**config.mk**
```make
export PLATFORM = sky130hd
export DESIGN_NAME = i2ctg_top
export DESIGN_NICKNAME = d
export VERILOG_FILES = /design/src/hw/i2ctg_pkg.sv /design/src/hw/i2ctg_timer.sv /design/src/hw/i2ctg_top.sv
export VERILOG_INCLUDE_DIRS = /design/src /design/src/hw
export SDC_FILE = /design/constraint.sdc
export NUM_CORES = 1
export LEC_CHECK = 0
export BUFFER_PORTS_ARGS = -buffer_cell sky130_fd_sc_hd__buf_4
export CORE_ASPECT_RATIO = 0.75
export CORE_UTILIZATION = 50
export CTS_CLUSTER_DIAMETER = 60
export DETAILED_ROUTE_END_ITERATION = 8
export PLACE_DENSITY = 0.67
export SLEW_MARGIN = 20
export SYNTH_ARGS = -nofsm -noshare
export SYNTH_HDL_FRONTEND = slang
export SYNTH_HIERARCHICAL = 1
export SYNTH_SLANG_ARGS = --single-unit
```
**constraint.sdc**
```tcl
create_clock -name CLK -period 8.5 [get_ports CLK]
set_input_delay 2.125 -clock CLK [delete_from_list [all_inputs] [get_ports CLK]]
set_output_delay 2.125 -clock CLK [all_outputs]
set_load 0.02 [all_outputs]
```
**src/hw/i2ctg_map.svh**
```systemverilog
// Register indexes, field positions, reset values of the two-wire bus timing generator
`ifndef I2CTG_MAP_SVH
`define I2CTG_MAP_SVH

// ==========================================================================
// Register indexes on the register port
`define I2CTG_IDX_DIV 3'h0
`define I2CTG_IDX_START 3'h1
`define I2CTG_IDX_STOP 3'h2
`define I2CTG_IDX_DATA 3'h3
`define I2CTG_IDX_CLK 3'h4
`define I2CTG_IDX_STAT 3'h5

// ==========================================================================
// Field positions: every timing register holds two 16-bit counts
`define I2CTG_LO_LSB 0
`define I2CTG_HI_LSB 16
`define I2CTG_STAT_IDLE_BIT 0
`define I2CTG_STAT_BUSY_BIT 1
`define I2CTG_STAT_BOOT_BIT 2

// ==========================================================================
// Reset values of the timing counts
`define I2CTG_RST_MICRO_DIV 16'h0063
`define I2CTG_RST_MILLI_DIV 16'h03e7
`define I2CTG_RST_START_SU 16'h01d7
`define I2CTG_RST_START_HD 16'h0191
`define I2CTG_RST_STOP_SU 16'h0191
`define I2CTG_RST_IDLE_CNT 16'h0033
`define I2CTG_RST_SDA_SU 16'h007e
`define I2CTG_RST_SDA_HD 16'h001f
`define I2CTG_RST_SCL_HI 16'h01f4
`define I2CTG_RST_SCL_LO 16'h01f4

`endif

```
**src/hw/i2ctg_pkg.sv**
```systemverilog
// Types shared by the two-wire bus timing generator
package i2ctg_pkg;

  // ==========================================================================
  // Timing set used by the bus sequencer and the prescaler
  typedef struct packed {
    logic [15:0] micro_div;
    logic [15:0] milli_div;
    logic [15:0] start_su;
    logic [15:0] start_hd;
    logic [15:0] stop_su;
    logic [15:0] idle_cnt;
    logic [15:0] sda_su;
    logic [15:0] sda_hd;
    logic [15:0] scl_hi;
    logic [15:0] scl_lo;
  } i2ctg_timing_s;

  // ==========================================================================
  // Master commands
  typedef enum logic [1:0] {
    OP_START = 2'h1,
    OP_BIT = 2'h2,
    OP_STOP = 2'h3
  } i2ctg_op_e;

  // ==========================================================================
  // Master bus sequencer states
  typedef enum logic [9:0] {
    ST_IDLE = 10'h001,
    ST_WAIT_IDLE = 10'h002,
    ST_START_SU = 10'h004,
    ST_START_HD = 10'h008,
    ST_HELD = 10'h010,
    ST_BIT_HOLD = 10'h020,
    ST_BIT_LOW = 10'h040,
    ST_BIT_HIGH = 10'h080,
    ST_STOP_SU = 10'h100,
    ST_STOP_POST = 10'h200
  } i2ctg_state_e;

  // Slave data-drive states
  typedef enum logic [2:0] {
    SL_IDLE = 3'h1,
    SL_HOLD = 3'h2,
    SL_SETUP = 3'h4
  } i2ctg_slv_e;

endpackage

```
**src/hw/i2ctg_timer.sv**
```systemverilog
// Loadable down counter used for every timed phase
module i2ctg_timer #(
  parameter int W = 16
) (
  // Clock and reset
  input wire logic CLK,
  input wire logic SYS_RST,
  // Control
  input wire logic load,
  input wire logic [W-1:0] value,
  input wire logic en,
  // Status
  output logic done
);

  if (W < 2) begin : g_chk
    $error("i2ctg_timer: width too small");
  end

  logic [W-1:0] cnt;
  logic [W-1:0] next_cnt;

  always_comb begin
    next_cnt = cnt;
    if (load) begin
      next_cnt = value;
    end else if (en && cnt != '0) begin
      next_cnt = cnt - 1'b1;
    end
  end

  always_ff @(posedge CLK) begin
    if (SYS_RST) begin
      cnt <= '1;
    end else begin
      cnt <= next_cnt;
    end
  end

  assign done = (cnt == '0);

endmodule

```
**src/hw/i2ctg_top.sv**
```systemverilog
// Two-wire bus timing generator: prescaler, shadowed timing set, master and slave bus timing
//
// What this block does
// - Micro tick every micro divider plus one clocks
// - Milli tick every milli divider plus one micros
// - Both lines high start-setup cycles before start
// - Start-setup count also times hold after stop
// - Data low start-hold cycles before clock low
// - Stop-setup cycles clock high, data low first
// - After reset, clock high idle-count micros means idle
// - Master waits both lines high idle-count micros
// - Idle count zero means bus idle immediately
// - Data set data-setup cycles before clock rises
// - Data held data-hold cycles after clock falls
// - Master clock high for clock-high count cycles
// - Master clock low for clock-low count, stretchable
// - Boot load uses frozen shadow timing copies
// - Rewritten timings take effect after boot completes
// - Bus phase periods counted in reference clock cycles, idle count in micros
`include "i2ctg_map.svh"

module i2ctg_top #(
  parameter int CNT_W = 16
) (
  // Clock and reset
  input wire logic CLK,
  input wire logic SYS_RST,
  // Register port
  input wire logic REG_WR_EN,
  input wire logic REG_RD_EN,
  input wire logic [2:0] REG_ADDR,
  input wire logic [31:0] REG_WDATA,
  output logic [31:0] REG_RDATA,
  // Boot loader status
  input wire logic BOOT_ACTIVE,
  // Master command port
  input wire logic CMD_VALID,
  input wire i2ctg_pkg::i2ctg_op_e CMD_OP,
  input wire logic CMD_BIT,
  output logic CMD_READY,
  output logic RX_VALID,
  output logic RX_BIT,
  output logic BUSY,
  output logic BUS_IDLE,
  // Slave data port
  input wire logic SLV_ACTIVE,
  input wire logic SLV_BIT,
  // Ticks for the timeout timers
  output logic MICRO_TICK,
  output logic MILLI_TICK,
  // Bus pins, open drain: output enable high pulls the line low
  input wire logic SCL_I,
  output logic SCL_O,
  output logic SCL_OE,
  input wire logic SDA_I,
  output logic SDA_O,
  output logic SDA_OE
);
  import i2ctg_pkg::*;

  if (CNT_W != 16) begin : g_chk
    $error("i2ctg_top: timing fields are 16 bits wide");
  end

  localparam i2ctg_timing_s RST_TIMING = '{
    micro_div: `I2CTG_RST_MICRO_DIV, milli_div: `I2CTG_RST_MILLI_DIV,
    start_su: `I2CTG_RST_START_SU, start_hd: `I2CTG_RST_START_HD,
    stop_su: `I2CTG_RST_STOP_SU, idle_cnt: `I2CTG_RST_IDLE_CNT,
    sda_su: `I2CTG_RST_SDA_SU, sda_hd: `I2CTG_RST_SDA_HD,
    scl_hi: `I2CTG_RST_SCL_HI, scl_lo: `I2CTG_RST_SCL_LO};

  // ==========================================================================
  // Register file and shadow copy
  logic [31:0] regs [0:4];
  logic [31:0] next_regs [0:4];
  logic [31:0] next_rdata;
  i2ctg_timing_s live;
  i2ctg_timing_s cur;
  i2ctg_timing_s next_cur;
  i2ctg_state_e state;
  logic bus_idle;

  always_comb begin
    for (int i = 0; i < 5; i++) begin
      next_regs[i] = regs[i];
    end
    if (REG_WR_EN && REG_ADDR <= `I2CTG_IDX_CLK) begin
      next_regs[REG_ADDR] = REG_WDATA;
    end
    next_rdata = REG_RDATA;
    if (REG_RD_EN) begin
      if (REG_ADDR <= `I2CTG_IDX_CLK) begin
        next_rdata = regs[REG_ADDR];
      end else if (REG_ADDR == `I2CTG_IDX_STAT) begin
        next_rdata = '0;
        next_rdata[`I2CTG_STAT_IDLE_BIT] = bus_idle;
        next_rdata[`I2CTG_STAT_BUSY_BIT] = (state != ST_IDLE);
        next_rdata[`I2CTG_STAT_BOOT_BIT] = BOOT_ACTIVE;
      end else begin
        next_rdata = '0;
      end
    end
  end

  assign live.micro_div = regs[`I2CTG_IDX_DIV][`I2CTG_LO_LSB +: 16];
  assign live.milli_div = regs[`I2CTG_IDX_DIV][`I2CTG_HI_LSB +: 16];
  assign live.start_su = regs[`I2CTG_IDX_START][`I2CTG_LO_LSB +: 16];
  assign live.start_hd = regs[`I2CTG_IDX_START][`I2CTG_HI_LSB +: 16];
  assign live.stop_su = regs[`I2CTG_IDX_STOP][`I2CTG_LO_LSB +: 16];
  assign live.idle_cnt = regs[`I2CTG_IDX_STOP][`I2CTG_HI_LSB +: 16];
  assign live.sda_su = regs[`I2CTG_IDX_DATA][`I2CTG_LO_LSB +: 16];
  assign live.sda_hd = regs[`I2CTG_IDX_DATA][`I2CTG_HI_LSB +: 16];
  assign live.scl_hi = regs[`I2CTG_IDX_CLK][`I2CTG_LO_LSB +: 16];
  assign live.scl_lo = regs[`I2CTG_IDX_CLK][`I2CTG_HI_LSB +: 16];

  // Freeze the working set while the boot loader reads the EEPROM, so a chain
  // setup written mid-load only lands once the load is over
  always_comb begin
    next_cur = BOOT_ACTIVE ? cur : live;
  end

  always_ff @(posedge CLK) begin
    if (SYS_RST) begin
      regs[`I2CTG_IDX_DIV] <= {`I2CTG_RST_MILLI_DIV, `I2CTG_RST_MICRO_DIV};
      regs[`I2CTG_IDX_START] <= {`I2CTG_RST_START_HD, `I2CTG_RST_START_SU};
      regs[`I2CTG_IDX_STOP] <= {`I2CTG_RST_IDLE_CNT, `I2CTG_RST_STOP_SU};
      regs[`I2CTG_IDX_DATA] <= {`I2CTG_RST_SDA_HD, `I2CTG_RST_SDA_SU};
      regs[`I2CTG_IDX_CLK] <= {`I2CTG_RST_SCL_LO, `I2CTG_RST_SCL_HI};
      REG_RDATA <= '0;
      cur <= RST_TIMING;
    end else begin
      for (int i = 0; i < 5; i++) begin
        regs[i] <= next_regs[i];
      end
      REG_RDATA <= next_rdata;
      cur <= next_cur;
    end
  end

  // ==========================================================================
  // Prescaler: micros counted in reference clocks, millis counted in micros
  logic [15:0] us_cnt;
  logic [15:0] next_us_cnt;
  logic [15:0] ms_cnt;
  logic [15:0] next_ms_cnt;
  logic micro_tick;
  logic milli_tick;

  always_comb begin
    // >= rather than == so a shrunken divider cannot strand the counter
    micro_tick = (us_cnt >= cur.micro_div);
    next_us_cnt = micro_tick ? 16'h0000 : us_cnt + 16'h0001;
    milli_tick = micro_tick && (ms_cnt >= cur.milli_div);
    next_ms_cnt = ms_cnt;
    if (micro_tick) begin
      next_ms_cnt = milli_tick ? 16'h0000 : ms_cnt + 16'h0001;
    end
  end

  always_ff @(posedge CLK) begin
    if (SYS_RST) begin
      us_cnt <= '0;
      ms_cnt <= '0;
      MICRO_TICK <= 1'b0;
      MILLI_TICK <= 1'b0;
    end else begin
      us_cnt <= next_us_cnt;
      ms_cnt <= next_ms_cnt;
      MICRO_TICK <= micro_tick;
      MILLI_TICK <= milli_tick;
    end
  end

  // ==========================================================================
  // Idle detect, counted in micro ticks
  logic idle_armed;
  logic idle_load;
  logic idle_done;
  logic next_bus_idle;
  i2ctg_state_e next_state;

  always_comb begin
    // After reset only the clock is watched; before a master start both lines
    if (next_state == ST_WAIT_IDLE && state != ST_WAIT_IDLE) begin
      idle_load = 1'b1;
    end else if (state == ST_WAIT_IDLE) begin
      idle_load = !(SCL_I && SDA_I);
    end else begin
      idle_load = !SCL_I || !idle_armed;
    end
    next_bus_idle = bus_idle || (idle_armed && idle_done && SCL_I);
  end

  i2ctg_timer #(.W(16)) u_idle_tmr (
    .CLK(CLK),
    .SYS_RST(SYS_RST),
    .load(idle_load),
    .value(cur.idle_cnt),
    .en(micro_tick),
    .done(idle_done)
  );

  always_ff @(posedge CLK) begin
    if (SYS_RST) begin
      idle_armed <= 1'b0;
      bus_idle <= 1'b0;
    end else begin
      idle_armed <= 1'b1;
      bus_idle <= next_bus_idle;
    end
  end

  // ==========================================================================
  // Master bus sequencer
  logic scl_drv;
  logic next_scl_drv;
  logic sda_drv;
  logic next_sda_drv;
  logic hi_seen;
  logic next_hi_seen;
  logic is_stop;
  logic next_is_stop;
  logic tx_bit;
  logic next_tx_bit;
  logic next_rx_bit;
  logic next_rx_valid;
  logic ph_hold;
  logic ph_load;
  logic ph_done;
  logic [15:0] ph_val;
  logic [15:0] low_rem;

  always_comb begin
    next_state = state;
    next_scl_drv = scl_drv;
    next_sda_drv = sda_drv;
    next_hi_seen = hi_seen;
    next_is_stop = is_stop;
    next_tx_bit = tx_bit;
    next_rx_bit = RX_BIT;
    next_rx_valid = 1'b0;
    ph_hold = 1'b0;
    case (state)
      ST_IDLE: begin
        if (CMD_VALID && CMD_OP == OP_START) begin
          next_state = ST_WAIT_IDLE;
        end
      end
      ST_WAIT_IDLE: begin
        if (idle_done && SCL_I && SDA_I) begin
          next_state = ST_START_SU;
        end
      end
      ST_START_SU: begin
        ph_hold = !(SCL_I && SDA_I);
        if (ph_done && !ph_hold) begin
          next_sda_drv = 1'b1;
          next_state = ST_START_HD;
        end
      end
      ST_START_HD: begin
        ph_hold = SDA_I;
        if (ph_done && !ph_hold) begin
          next_scl_drv = 1'b1;
          next_state = ST_HELD;
        end
      end
      ST_HELD: begin
        if (CMD_VALID && CMD_OP == OP_BIT) begin
          next_tx_bit = CMD_BIT;
          next_is_stop = 1'b0;
          next_state = ST_BIT_HOLD;
        end else if (CMD_VALID && CMD_OP == OP_STOP) begin
          next_tx_bit = 1'b0;
          next_is_stop = 1'b1;
          next_state = ST_BIT_HOLD;
        end
      end
      ST_BIT_HOLD: begin
        if (ph_done) begin
          next_sda_drv = !tx_bit;
          next_state = ST_BIT_LOW;
        end
      end
      ST_BIT_LOW: begin
        if (ph_done) begin
          next_scl_drv = 1'b0;
          next_hi_seen = 1'b0;
          next_state = is_stop ? ST_STOP_SU : ST_BIT_HIGH;
        end
      end
      ST_BIT_HIGH: begin
        // The high time starts when the line is seen high; a slave stretching
        // the clock therefore lengthens the low time, not the high one
        ph_hold = !SCL_I && !hi_seen;
        if (SCL_I) begin
          next_hi_seen = 1'b1;
        end
        if (hi_seen && (ph_done || !SCL_I)) begin
          next_rx_bit = SDA_I;
          next_rx_valid = 1'b1;
          next_scl_drv = 1'b1;
          next_state = ST_HELD;
        end
      end
      ST_STOP_SU: begin
        ph_hold = !SCL_I || SDA_I;
        if (ph_done && !ph_hold) begin
          next_sda_drv = 1'b0;
          next_state = ST_STOP_POST;
        end
      end
      ST_STOP_POST: begin
        if (ph_done) begin
          next_state = ST_IDLE;
        end
      end
      default: begin
        next_state = ST_IDLE;
      end
    endcase
  end

  // Phase count is chosen for the phase being entered and reloaded while the
  // lines are not yet where the phase wants them
  always_comb begin
    low_rem = (cur.scl_lo > cur.sda_hd) ? cur.scl_lo - cur.sda_hd : 16'h0000;
    ph_load = (next_state != state) || ph_hold;
    case (next_state)
      ST_START_SU: ph_val = cur.start_su;
      ST_START_HD: ph_val = cur.start_hd;
      ST_BIT_HOLD: ph_val = cur.sda_hd;
      ST_BIT_LOW: ph_val = (low_rem > cur.sda_su) ? low_rem : cur.sda_su;
      ST_BIT_HIGH: ph_val = cur.scl_hi;
      ST_STOP_SU: ph_val = cur.stop_su;
      ST_STOP_POST: ph_val = cur.start_su;
      default: ph_val = 16'h0000;
    endcase
  end

  i2ctg_timer #(.W(16)) u_phase_tmr (
    .CLK(CLK),
    .SYS_RST(SYS_RST),
    .load(ph_load),
    .value(ph_val),
    .en(1'b1),
    .done(ph_done)
  );

  always_ff @(posedge CLK) begin
    if (SYS_RST) begin
      state <= ST_IDLE;
      scl_drv <= 1'b0;
      sda_drv <= 1'b0;
      hi_seen <= 1'b0;
      is_stop <= 1'b0;
      tx_bit <= 1'b1;
      RX_BIT <= 1'b0;
      RX_VALID <= 1'b0;
    end else begin
      state <= next_state;
      scl_drv <= next_scl_drv;
      sda_drv <= next_sda_drv;
      hi_seen <= next_hi_seen;
      is_stop <= next_is_stop;
      tx_bit <= next_tx_bit;
      RX_BIT <= next_rx_bit;
      RX_VALID <= next_rx_valid;
    end
  end

  // ==========================================================================
  // Slave data drive: after a falling clock the slave stretches the clock low
  // until its new data bit has met both hold and setup
  i2ctg_slv_e sl_state;
  i2ctg_slv_e next_sl_state;
  logic scl_prev;
  logic sl_scl_drv;
  logic next_sl_scl_drv;
  logic sl_sda_drv;
  logic next_sl_sda_drv;
  logic sl_load;
  logic sl_done;
  logic [15:0] sl_val;

  always_comb begin
    next_sl_state = sl_state;
    next_sl_scl_drv = sl_scl_drv;
    next_sl_sda_drv = SLV_ACTIVE ? sl_sda_drv : 1'b0;
    sl_load = 1'b0;
    sl_val = cur.sda_hd;
    case (sl_state)
      SL_IDLE: begin
        if (SLV_ACTIVE && state == ST_IDLE && scl_prev && !SCL_I) begin
          sl_load = 1'b1;
          next_sl_scl_drv = 1'b1;
          next_sl_state = SL_HOLD;
        end
      end
      SL_HOLD: begin
        if (sl_done) begin
          next_sl_sda_drv = SLV_ACTIVE && !SLV_BIT;
          sl_load = 1'b1;
          sl_val = cur.sda_su;
          next_sl_state = SL_SETUP;
        end
      end
      SL_SETUP: begin
        if (sl_done) begin
          next_sl_scl_drv = 1'b0;
          next_sl_state = SL_IDLE;
        end
      end
      default: begin
        next_sl_state = SL_IDLE;
      end
    endcase
  end

  i2ctg_timer #(.W(16)) u_slave_tmr (
    .CLK(CLK),
    .SYS_RST(SYS_RST),
    .load(sl_load),
    .value(sl_val),
    .en(1'b1),
    .done(sl_done)
  );

  always_ff @(posedge CLK) begin
    if (SYS_RST) begin
      sl_state <= SL_IDLE;
      scl_prev <= 1'b1;
      sl_scl_drv <= 1'b0;
      sl_sda_drv <= 1'b0;
    end else begin
      sl_state <= next_sl_state;
      scl_prev <= SCL_I;
      sl_scl_drv <= next_sl_scl_drv;
      sl_sda_drv <= next_sl_sda_drv;
    end
  end

  // ==========================================================================
  // Outputs
  assign SCL_O = 1'b0;
  assign SDA_O = 1'b0;
  assign SCL_OE = scl_drv || sl_scl_drv;
  assign SDA_OE = sda_drv || sl_sda_drv;
  assign CMD_READY = (state == ST_IDLE && CMD_OP == OP_START) || (state == ST_HELD && CMD_OP != OP_START);
  assign BUSY = (state != ST_IDLE);
  assign BUS_IDLE = bus_idle;

  // ==========================================================================
  // Checks
  logic [16:0] ph_cyc;
  logic [15:0] us_gap;
  logic us_seen;

  always_ff @(posedge CLK) begin
    if (SYS_RST) begin
      ph_cyc <= '0;
      us_gap <= '0;
      us_seen <= 1'b0;
    end else begin
      ph_cyc <= (next_state != state) ? 17'h00000 : ph_cyc + {16'h0000, ph_cyc != 17'h1ffff};
      us_gap <= micro_tick ? 16'h0000 : us_gap + 16'h0001;
      us_seen <= us_seen || micro_tick;
    end
  end

  chk_micro_tick_gap: assert property (@(posedge CLK) disable iff (SYS_RST)
    (micro_tick && us_seen && $stable(cur.micro_div)) |-> us_gap == cur.micro_div)
    else $error("micro tick period wrong");
  chk_milli_on_micro: assert property (@(posedge CLK) disable iff (SYS_RST)
    milli_tick |-> micro_tick && ms_cnt >= cur.milli_div)
    else $error("milli tick without micro tick");
  chk_start_setup_len: assert property (@(posedge CLK) disable iff (SYS_RST)
    (state == ST_START_HD && $past(state) == ST_START_SU) |-> $past(ph_cyc) >= {1'b0, $past(cur.start_su)})
    else $error("start setup too short");
  chk_start_hold_len: assert property (@(posedge CLK) disable iff (SYS_RST)
    (state == ST_HELD && $past(state) == ST_START_HD) |-> SCL_OE && $past(ph_cyc) >= {1'b0, $past(cur.start_hd)})
    else $error("start hold too short");
  chk_stop_setup_len: assert property (@(posedge CLK) disable iff (SYS_RST)
    (state == ST_STOP_POST && $past(state) == ST_STOP_SU) |-> $past(ph_cyc) >= {1'b0, $past(cur.stop_su)})
    else $error("stop setup too short");
  chk_stop_hold_len: assert property (@(posedge CLK) disable iff (SYS_RST)
    (state == ST_IDLE && $past(state) == ST_STOP_POST) |-> $past(ph_cyc) >= {1'b0, $past(cur.start_su)})
    else $error("stop hold too short");
  chk_idle_before_start: assert property (@(posedge CLK) disable iff (SYS_RST)
    (state == ST_START_SU && $past(state) == ST_WAIT_IDLE) |-> $past(idle_done && SCL_I && SDA_I))
    else $error("start without idle");
  chk_data_hold_len: assert property (@(posedge CLK) disable iff (SYS_RST)
    (state == ST_BIT_LOW && $past(state) == ST_BIT_HOLD) |-> $past(ph_cyc) >= {1'b0, $past(cur.sda_hd)})
    else $error("data hold too short");
  chk_data_setup_len: assert property (@(posedge CLK) disable iff (SYS_RST)
    (!scl_drv && $past(state) == ST_BIT_LOW) |-> $past(ph_cyc) >= {1'b0, $past(cur.sda_su)})
    else $error("data setup too short");
  chk_shadow_frozen: assert property (@(posedge CLK) disable iff (SYS_RST)
    (BOOT_ACTIVE && $past(BOOT_ACTIVE)) |=> $stable(cur))
    else $error("timing changed during boot");

endmodule

```
==> flow_summary.rst, run 1 <==
.. list-table::
   :header-rows: 1

   * - Metric
     - Value
   * - Total CTS buffers
     - 47
   * - Commonest non-fill, non-tap cell in the layout
     - nand2_1
   * - Number of clock sinks
     - 459
   * - TritonCTS clock tree
     - yes
   * - Largest net degree at the start of global routing
     - 197
   * - Fraction of the mapped netlist area in simple logic gates
     - 0.232
   * - Tot GR Track Use
     - 0.297
   * - Worst EP arrival
     - 5.89 ns
   * - Classification of the worst setup path
     - register to register
   * - Largest family of logic cells by synthesized area
     - simple AND/OR/NAND/NOR gates
   * - Port buffer count
     - 88
   * - Drt first-iter violations
     - 2257
   * - Capture endpoint of the worst hold path
     - regs[2][2]$_SDFFE_PP0P_
   * - Post-DR vias/cell
     - 6.12
   * - DIE AREA
     - 45100 um^2
   * - Post-Layout Inst Area
     - 24700 um^2
   * - Top cell family by delay on the critical path
     - compound AO/OA/AOI/OAI gates
   * - Die boundary height
     - 184 um
   * - Critical R2R Capture
     - u_phase_tmr/cnt[0]$_SDFFE_PP1P_
   * - Clock transition at path regs
     - 0.06 ns
   * - Post-Route Skew
     - 0.0196 ns
   * - Layout fillers
     - 3909
   * - Routed wirelength normalized by instance count
     - 21.1 um
   * - Multiplexer share of the synthesized area
     - 0.110
   * - Core area
     - 43500 um^2
   * - Peak supply drop
     - 156 uV
   * - Syn. warnings
     - 6
   * - Endpoint type of the worst setup path
     - register
   * - Cell Area, Synth
     - 22100 um^2
   * - Post-synthesis instance total
     - 2627
   * - Global-route wire length before repair
     - 106 mm
   * - RePlAce Congestion
     - 0.914
   * - Portion of the post-synthesis area used by sequential elements
     - 0.415
   * - Fin nets
     - 2724
   * - Residual DRC
     - 0
   * - DR pass1 iterations
     - 6
   * - Leakage power
     - 10.0 nW
   * - CP peak stage delay
     - 0.64 ns
   * - Final number of setup-violating endpoints
     - 0
   * - Post-layout power
     - 0.00492 W
   * - Diodes inserted
     - 0
   * - Register-to-register setup slack
     - 3.08 ns
   * - Reg-to-reg critical path startpoint
     - cur[32]$_SDFFE_PP1N_
   * - Setup repair after global routing missed its margin
     - false
   * - Library cells used by synthesis
     - 76
   * - Arithmetic-cell share of the synthesized area counting full adders, half adders and majority gates
     - 0.0399
   * - Cells along the critical path
     - ha_1 > inv_1 > fa_1 > a211o_1 > a21oi_1 > o21ai_0 > a41o_1 > or3_1 > a31oi_1 > xnor2_1 > nor2b_1 > ha_1 > nand2_1 > o21ai_0 > a2111oi_0 > a21o_1 > nor2b_2 > a221oi_1 > o21ai_0 > nor3_1 > a311oi_1
   * - Number of setup buffers added after CTS
     - 0
   * - Number of enable-type register cells in the synthesized netlist
     - 0
   * - Number of pins exceeding their max-slew limit in the final report
     - 0
   * - Final critical-path required period
     - 5.42 ns
   * - Antenna Violating Nets Remaining
     - 0
   * - Share of the clock period used by the worst path after layout
     - 0.637
   * - Count of standard-cell rows
     - 66
   * - Setup crit start
     - cur[32]$_SDFFE_PP1N_
   * - Xor and xnor area share after synthesis
     - 0.0170
   * - Via count of the first global-routing pass
     - 18238
   * - Final WL
     - 67.9 mm
   * - Max-slew headroom at the worst pin
     - 0.259
   * - Chip width
     - 245 um
   * - Area growth from synthesis to layout
     - 11.6%
   * - Antenna violations before repair
     - 0
   * - Worst path most repeated cell
     - o21ai_0
   * - Worst hold path class
     - register to register
   * - Achievable Freq
     - 0.185 GHz
   * - Primary flip-flop cell chosen by synthesis mapping
     - dfxtp_1
   * - R2R depth
     - 21
   * - Cell with the biggest individual delay on the critical path
     - nor2b_2
   * - Commonest non-fill, non-tap cells in the layout
     - nand2_1 (482), dfxtp_1 (459), nor2_1 (233)
   * - # H-tree levels
     - 2
   * - Status
     - completed
   * - Number of hold-repair buffers added at the cts stage
     - 0
   * - Remaining Overflow, GRT
     - 0
   * - Share of synthesized flip-flops with an asynchronous set or reset
     - 0
   * - Dpl hpwl
     - 47.2 mm
   * - Maximum Capacitance Violations
     - 0
   * - Worst hold path startpoint
     - regs[2][2]$_SDFFE_PP0P_
   * - Transition at the pin with the smallest max-transition slack
     - 1.11 ns
   * - Critical Path Fanout Max
     - 16
   * - Bufs and invs on worst path
     - 1
   * - Worst hold path depth
     - 2
   * - Worst-case setup margin in the final layout
     - 3.08 ns
   * - Worst endpoint required time
     - 8.97 ns
   * - CTS resizes
     - 0
   * - Share of post-route cells with drive strength above 1
     - 0.103
   * - Post-DP Area
     - 23000 um^2
   * - Average footprint of a synthesized cell
     - 8.43 um^2
   * - Max clock buf depth
     - 3
   * - I/O pin total
     - 91
   * - Power density normalized to cell area
     - 199 nW/um^2
   * - CTS Root Buffer Type
     - clkbuf_16
   * - Critical Path Source Type
     - register
   * - Setup slack at placement
     - 2.86 ns
   * - Total of flip-flops plus latches after synthesis
     - 459
   * - Effective utilization at floorplan
     - 0.509
   * - Vias
     - 19698
   * - Total count of hold-check failures in the final report
     - 0
   * - Compound-Gate Fraction of Synth Area
     - 0.135
   * - Source-to-sink clock delay at the later pin of the worst-skew pair
     - 0.57 ns
   * - Setup TNS
     - 0 ns
   * - Post-layout utilization of the core
     - 0.568
==> per-stage QoR <==
| step | cells | hold slack [ns] |
|---|---|---|
| floorplan | 2641 | 0.438 |
| detailed placement | 3135 | 0.463 |
| global route | 3220 | 0.483 |
| finish | 3220 | 0.472 |
| CTS | 3220 | 0.472 |
| global placement | 3135 | 0.454 |
==> cell families after synthesis <==
family / count (synthesis)
AND/OR/NAND/NOR: 1128
flip-flops: 459
AO/OA/AOI/OAI: 439
buffers and inverters: 283
multiplexers: 203
adder cells (fa/ha/maj): 70
XOR/XNOR: 43
other: 2
==> Yosys cell counts, types with 21 or more instances <==
master | number | share of area
a21oi_1 | 157 | 0.035
a221oi_1 | 44 | 0.017
buf_1 | 22 | 0.0037
clkbuf_1 | 153 | 0.026
dfxtp_1 | 459 | 0.41
ha_1 | 69 | 0.039
inv_1 | 91 | 0.015
mux2i_1 | 166 | 0.075
mux4_2 | 32 | 0.033
nand2_1 | 483 | 0.082
nand3_1 | 88 | 0.020
nand4_1 | 30 | 0.0085
nor2_1 | 237 | 0.040
nor3_1 | 112 | 0.025
nor3b_1 | 30 | 0.010
nor4_1 | 21 | 0.0059
o21ai_0 | 60 | 0.014
or3_1 | 22 | 0.0062
xor2_1 | 30 | 0.012
==> sequential cells by signal (all words and copies together), names as in the netlist, 10 cells and up <==
| register | cells |
|---|---|
| cur | 160 |
| regs | 160 |
| REG_RDATA | 32 |
| ms_cnt | 16 |
| u_idle_tmr/cnt | 16 |
| u_phase_tmr/cnt | 16 |
| u_slave_tmr/cnt | 16 |
| us_cnt | 16 |
| state | 10 |
==> how the worst max path moves through the flow <==
stage                                             to  slack [ns]  cells past startpoint
floorplan           u_phase_tmr/cnt[13]$_SDFFE_PP1P_        3.70                     23
global placement     u_phase_tmr/cnt[0]$_SDFFE_PP1P_        2.99                     21
detailed placement   u_phase_tmr/cnt[0]$_SDFFE_PP1P_        2.86                     21
CTS                  u_phase_tmr/cnt[0]$_SDFFE_PP1P_        2.79                     21
global route         u_phase_tmr/cnt[8]$_SDFFE_PP1P_        2.70                     21
finish               u_phase_tmr/cnt[0]$_SDFFE_PP1P_        3.08                     21
==> per-layer routing <==
metal	routed length, um	GRT usage	vias to the layer above
li1	-	-	9237
met2	29900	0.456	789
met3	4990	0.0416	110
met5	0	0	-
met1	31400	0.432	9562
met4	1720	0.0883	0
==> worst reg2reg max path, cell delays in order (launching register included) <==
cell	delay, ns
dfxtp_1	0.38
ha_1	0.18
inv_1	0.06
fa_1	0.42
a211o_1	0.31
a21oi_1	0.17
o21ai_0	0.20
a41o_1	0.33
or3_1	0.35
a31oi_1	0.20
xnor2_1	0.15
nor2b_1	0.15
ha_1	0.23
nand2_1	0.07
o21ai_0	0.12
a2111oi_0	0.41
a21o_1	0.23
nor2b_2	0.64
a221oi_1	0.21
o21ai_0	0.13
nor3_1	0.08
a311oi_1	0.28
==> power breakdown <==
part	internal [W]	switching (W)
Clock	0.00132	0.000909
Sequential	0.00221	0.0000623
Combinational	0.000162	0.000257
==> cell type report <==
type	instances	area, um^2	share of cell area
Multi-Input combinational cell	1899	12000	0.483
Sequential cell	459	9190	0.372
Clock buffer	65	1410	0.0569
Timing Repair Buffer	106	835	0.0338
Tap cell	578	723	0.0293
Inverter	93	350	0.0142
Clock inverter	20	265	0.0107
Power figures use the tool's default switching activity.
==> run 2: changes to the inputs <==
Settings changed: PLACE_DENSITY 0.67 to 0.69.
Clock period 8.5 ns to 4.83 ns, I/O delays scaled along.
==> flow_summary.rst, run 2 (synthesized netlist as in run 1, its figures left out) <==
.. list-table::
   :header-rows: 1

   * - Metric
     - Value
   * - Status
     - completed
   * - Number of clock sinks
     - 459
   * - Max-slew headroom at the worst pin
     - 0.285
   * - Sum of met3 wire segment lengths after detailed routing
     - 5.97 mm
   * - Fin nets
     - 2766
   * - CP peak stage delay
     - 0.48 ns
   * - Top cell family by delay on the critical path
     - compound AO/OA/AOI/OAI gates
   * - Worst endpoint required time
     - 5.28 ns
   * - Peak supply drop
     - 257 uV
   * - Antenna violations before repair
     - 1
   * - Total CTS buffers
     - 46
   * - Top sig layer
     - met4
   * - Global-route wire length before repair
     - 108 mm
   * - Transition at the pin with the smallest max-transition slack
     - 1.07 ns
   * - Post-layout power
     - 0.00847 W
   * - Critical Path Fanout Max
     - 9
   * - Internal Dissipation
     - 0.00634 W
   * - Registers with the highest flip-flop counts
     - cur (160), regs (160), REG_RDATA (32)
   * - Final critical-path required period
     - 4.63 ns
   * - Layout fillers
     - 3915
   * - DR pass1 iterations
     - 6
   * - Proportion of power drawn by flip-flops and latches
     - 0.473
   * - Max clock buf depth
     - 3
   * - TritonCTS clock tree
     - yes
   * - Power density normalized to cell area
     - 340 nW/um^2
   * - Net switching power of the design
     - 0.00213 W
   * - # H-tree levels
     - 2
   * - Sum of routed wire segments on met1
     - 31.3 mm
   * - Commonest non-fill, non-tap cell in the layout
     - nand2_1
   * - Share of the clock period used by the worst path after layout
     - 0.960
   * - Routed wirelength normalized by instance count
     - 21.5 um
   * - Final WL
     - 70.1 mm
   * - Commonest non-fill, non-tap cells in the layout
     - nand2_1 (482), dfxtp_1 (459), nor2_1 (233)
   * - Clock transition at path regs
     - 0.06 ns
   * - Critical Path Source Type
     - register
   * - Clock network fraction of total power
     - 0.435
   * - Remaining Overflow, GRT
     - 0
   * - Effective utilization at floorplan
     - 0.509
   * - I/O pin total
     - 91
   * - Die boundary height
     - 184 um
   * - Antenna Violating Nets Remaining
     - 0
   * - Dpl hpwl
     - 49.4 mm
   * - Filler-free cell count of the finished design
     - 3258
   * - Bufs and invs on worst path
     - 3
   * - Number of pins exceeding their max-slew limit in the final report
     - 0
   * - Area of combinational cells with multiple inputs
     - 12000 um^2
   * - Vias
     - 19800
   * - Tot GR Track Use
     - 0.306
   * - Switching portion of total power
     - 0.252
   * - Endpoint type of the worst setup path
     - register
   * - Source-to-sink clock delay at the later pin of the worst-skew pair
     - 0.58 ns
   * - Leakage power
     - 10.2 nW
   * - Cells along the critical path
     - inv_1 > ha_1 > inv_1 > fa_2 > a211o_1 > a21oi_2 > o21ai_2 > a41o_1 > or3_1 > a31oi_1 > xnor2_1 > nor2b_1 > ha_1 > nand2_1 > buf_4 > nor2_4 > nand2_1 > o22ai_1 > a21o_1 > or3_1 > o21ai_1 > nor3_1 > a311oi_1
   * - Post-Route Skew
     - 0.0279 ns
   * - Number of cells after detailed placement
     - 3175
   * - Count of standard-cell rows
     - 66
   * - Core area
     - 43500 um^2
   * - Achievable Freq
     - 0.216 GHz
   * - Largest net degree at the start of global routing
     - 194
   * - Port buffer count
     - 88
   * - Total count of hold-check failures in the final report
     - 0
   * - WHS
     - 0.473 ns
   * - RePlAce Congestion
     - 0.930
   * - Diodes inserted
     - 0
   * - Area growth from synthesis to layout
     - 12.5%
   * - Chip width
     - 245 um
   * - Worst-case setup margin in the final layout
     - 0.195 ns
   * - Final number of setup-violating endpoints
     - 0
   * - Combinational share of power
     - 0.092
   * - CTS Root Buffer Type
     - clkbuf_16
   * - Classification of the worst setup path
     - register to register
   * - Worst EP arrival
     - 5.09 ns
   * - Setup slack at placement
     - -0.0778 ns
   * - Drt first-iter violations
     - 2139
   * - Register Area
     - 9190 um^2
   * - DIE AREA
     - 45100 um^2
   * - Worst hold path class
     - register to register
   * - Cell with the biggest individual delay on the critical path
     - or3_1
   * - Residual DRC
     - 0
   * - Setup TNS
     - 0 ns
   * - Share of post-route cells with drive strength above 1
     - 0.115
   * - Maximum Capacitance Violations
     - 0
   * - Via count of the first global-routing pass
     - 18470
   * - Post-DR vias/cell
     - 6.08
   * - Detail Route met2 WL
     - 30.7 mm
[run 2: through the flow]
stage                     instance area [um^2]   util
after global routing                     24900  0.572
after CTS                                24800  0.571
after global placement                   23300  0.536
after detailed placement                 23300  0.536
final                                    24900  0.572
after floorplan                          22200      -
[run 2: repair_timing]
| item | CTS | global route |
|---|---|---|
| buffers inserted | 0 | 2 |
| gates resized for setup | 2 | 15 |
| hold buffers | 0 | 0 |
| pin swaps | 1 | 5 |
| setup endpoints to repair | 11 | 16 |
[run 2: path summary, 6_finish.rpt]
kind | startpoint | to | slack [ns] | cells past startpoint
setup / recovery | cur[0]$_SDFFE_PP0N_ | u_phase_tmr/cnt[9]$_SDFFE_PP1P_ | 0.20 | 23
hold / removal | cur[130]$_SDFFE_PP1N_ | cur[130]$_SDFFE_PP1N_ | 0.47 | 2
setup reg to reg | cur[0]$_SDFFE_PP0N_ | u_phase_tmr/cnt[9]$_SDFFE_PP1P_ | 0.20 | 23
hold reg to reg | cur[130]$_SDFFE_PP1N_ | cur[130]$_SDFFE_PP1N_ | 0.47 | 2
[run 2: cell type report]
cell class              count  area share
well taps                 578      0.0290
clock buffers              61      0.0513
flip-flops and latches    459       0.369
clock inverters            19     0.00984
repair buffers            149      0.0468
inverters                  93      0.0141
multi-input cells        1899       0.480
[run 2: worst min-delay path, stage by stage (launching register included)]
cell,delay [ns]
dfxtp_1,0.32
mux2i_1,0.07
nand2_1,0.06
[run 2: power by group through the flow]
stage	registers [W]	logic [W]	clock network, W
floorplan	0.00406	0.000494	0
global placement	0.00408	0.000739	0
detailed placement	0.00408	0.000754	0
CTS	0.00400	0.000758	0.00372
global route	0.00401	0.000847	0.00388
finish	0.00400	0.000779	0.00368
[run 2: layer usage]
layer,GRT usage,vias up
met5,0,-
met4,0.101,0
met3,0.0460,153
met2,0.473,896
met1,0.436,9432
li1,-,9319
==> run 3: changes to the inputs <==
Settings changed: ABC_AREA set to 1, CORE_UTILIZATION 50 to 40, PLACE_DENSITY 0.69 to not set.
==> flow_summary.rst, run 3 <==
.. list-table::
   :header-rows: 1

   * - Metric
     - Value
   * - Worst EP arrival
     - 4.78 ns
   * - Tot GR Track Use
     - 0.257
   * - Number of setup buffers added after CTS
     - 0
   * - Total count of hold-check failures in the final report
     - 0
   * - Setup TNS
     - 0 ns
   * - Share of synthesized flip-flops with an asynchronous set or reset
     - 0
   * - Transition at the pin with the smallest max-transition slack
     - 0.978 ns
   * - CP peak stage delay
     - 0.43 ns
   * - Post-synthesis instance total
     - 3305
   * - Setup repair after global routing missed its margin
     - false
   * - Share of post-route cells with drive strength above 1
     - 0.100
   * - Dpl hpwl
     - 55.5 mm
   * - Total of flip-flops plus latches after synthesis
     - 459
   * - Cell with the biggest individual delay on the critical path
     - fa_1
   * - Portion of the post-synthesis area used by sequential elements
     - 0.399
   * - Max clock buf depth
     - 3
   * - Cell taking the most area after synthesis
     - dfxtp_1
   * - Port buffer count
     - 88
   * - Critical Path Fanout Max
     - 16
   * - Area growth from synthesis to layout
     - 12.8%
   * - Total CTS buffers
     - 49
   * - DIE AREA
     - 58600 um^2
   * - RePlAce Congestion
     - 0.976
   * - # H-tree levels
     - 2
   * - Chip width
     - 279 um
   * - Antenna Violating Nets Remaining
     - 0
   * - Final WL
     - 76.5 mm
   * - Max-slew headroom at the worst pin
     - 0.347
   * - Commonest non-fill, non-tap cell in the layout
     - nand2_1
   * - Post-Route Skew
     - 0.0209 ns
   * - Commonest cells in the synthesized netlist
     - nand2_1 (629), dfxtp_1 (459), o21ai_0 (418), inv_1 (398), a21oi_1 (318)
   * - Status
     - completed
   * - Remaining Overflow, GRT
     - 0
   * - Library cells used by synthesis
     - 52
   * - Critical Path Source Type
     - register
   * - Drt first-iter violations
     - 2269
   * - Worst path most repeated cell
     - nand2_1
   * - Clock transition at path regs
     - 0.07 ns
   * - Cell Area, Synth
     - 23000 um^2
   * - Commonest non-fill, non-tap cells in the layout
     - nand2_1 (629), dfxtp_1 (459), o21ai_0 (418)
   * - Worst hold path class
     - register to register
   * - Achievable Freq
     - 0.233 GHz
   * - Number of enable-type register cells in the synthesized netlist
     - 0
   * - Die boundary height
     - 210 um
   * - Global-route wire length before repair
     - 117 mm
   * - Final critical-path required period
     - 4.29 ns
   * - CTS resizes
     - 0
   * - Endpoint type of the worst setup path
     - register
   * - Most used standard cell by instance count after synthesis
     - nand2_1
   * - Effective utilization at floorplan
     - 0.408
   * - Via count of the first global-routing pass
     - 19495
   * - Syn. warnings
     - 6
   * - Classification of the worst setup path
     - register to register
   * - Leakage power
     - 11.3 nW
   * - Vias
     - 21838
   * - Residual DRC
     - 0
   * - Source-to-sink clock delay at the later pin of the worst-skew pair
     - 0.61 ns
   * - Worst endpoint required time
     - 5.31 ns
   * - Final number of setup-violating endpoints
     - 0
   * - Count of standard-cell rows
     - 75
   * - Number of clock sinks
     - 459
   * - Fin nets
     - 3438
   * - Number of pins exceeding their max-slew limit in the final report
     - 0
   * - Primary flip-flop cell chosen by synthesis mapping
     - dfxtp_1
   * - Power density normalized to cell area
     - 359 nW/um^2
   * - Share of the clock period used by the worst path after layout
     - 0.889
   * - Largest net degree at the start of global routing
     - 103
   * - Proportion of netlist area held by the largest area contributor
     - 0.399
   * - Core area
     - 56400 um^2
   * - Antenna violations before repair
     - 1
   * - I/O pin total
     - 91
   * - DR pass1 iterations
     - 6
   * - Post-DR vias/cell
     - 5.30
   * - Routed wirelength normalized by instance count
     - 18.6 um
   * - Peak supply drop
     - 238 uV
   * - Diodes inserted
     - 0
   * - Average footprint of a synthesized cell
     - 6.97 um^2
   * - WHS
     - 0.443 ns
   * - Number of hold-repair buffers added at the cts stage
     - 0
   * - CTS Root Buffer Type
     - clkbuf_16
   * - Maximum Capacitance Violations
     - 0
   * - TritonCTS clock tree
     - yes
   * - Main area contributors after synthesis
     - dfxtp_1 (40%), nand2_1 (10%), o21ai_0 (9.1%)
   * - Registers with the highest flip-flop counts
     - cur (160), regs (160), REG_RDATA (32)
==> run 3: cell types whose count changed after synthesis, moves of 83 or more <==
cell,before,now
nand2_1,483,629
nor3_1,112,29
mux2i_1,166,0
a21oi_1,157,318
o21ai_0,60,418
nand3_1,88,187
inv_1,91,398
==> run 3: kinds of logic (layout without fill, tap and decap cells) <==
logic type | count (synthesis) | in the layout | share of synthesized area
flops | 459 | 459 | 0.399
xor+xnor | 26 | 26 | 0.00989
simple gates | 1302 | 1302 | 0.254
other cells | 2 | 7 | 0.000326
fa+ha+maj | 70 | 70 | 0.0383
buf+inv | 573 | 617 | 0.0973
compound gates | 873 | 873 | 0.202
==> run 3: final cells by class <==
class	instances	area, um^2
clock buffer	63	1380
clock inverter	22	277
fill	5827	30400
inverter	408	1540
multi-input combinational	2278	11600
sequential	459	9190
tap	770	963
timing repair buffer	124	997
==> run 3: per-layer routing <==
metal  vias up  global-route usage  part of all wire
met5         -              0.0256            0.0027
met4         2              0.0680             0.023
met3        95              0.0480             0.084
met2       801               0.361              0.40
met1     10032               0.391              0.49
li1      10908                   -                 -
==> run 3: stage by stage <==
stage	worst slack, ns	power, W	util	instances	cell area, um^2
6_report	0.536	0.00934	0.461	4124	26000
2_1_floorplan	1.30	0.00500	-	3310	23100
3_3_place_gp	0.699	0.00544	0.431	4039	24300
5_1_grt	0.120	0.00972	0.461	4124	26000
4_1_cts	0.604	0.00938	0.461	4124	26000
3_5_place_dp	0.641	0.00543	0.431	4039	24300
==> run 3: worst max-delay path, delay by kind of cell, from the launching register on <==
family / cells / cell delay [ns]
and+or+nand+nor: 20 / 2.54
adders and majority gates: 3 / 0.88
DFF: 1 / 0.38
buffers and inverters: 5 / 0.37
==> run 3: final timing paths <==
check | from | end | slack [ns] | depth (start not counted)
setup / recovery | cur[32]$_SDFFE_PP1N_ | u_phase_tmr/cnt[4]$_SDFFE_PP1P_ | 0.54 | 28
hold / removal | sda_drv$_SDFFE_PP0P_ | sda_drv$_SDFFE_PP0P_ | 0.44 | 2
setup reg to reg | cur[32]$_SDFFE_PP1N_ | u_phase_tmr/cnt[4]$_SDFFE_PP1P_ | 0.54 | 28
hold reg to reg | sda_drv$_SDFFE_PP0P_ | sda_drv$_SDFFE_PP0P_ | 0.44 | 2
==> run 3: report_power, final <==
group          internal [W]  switching (W)  total, W
clock network       0.00229        0.00167   0.00396
logic              0.000405       0.000856   0.00126
registers           0.00397       0.000148   0.00412
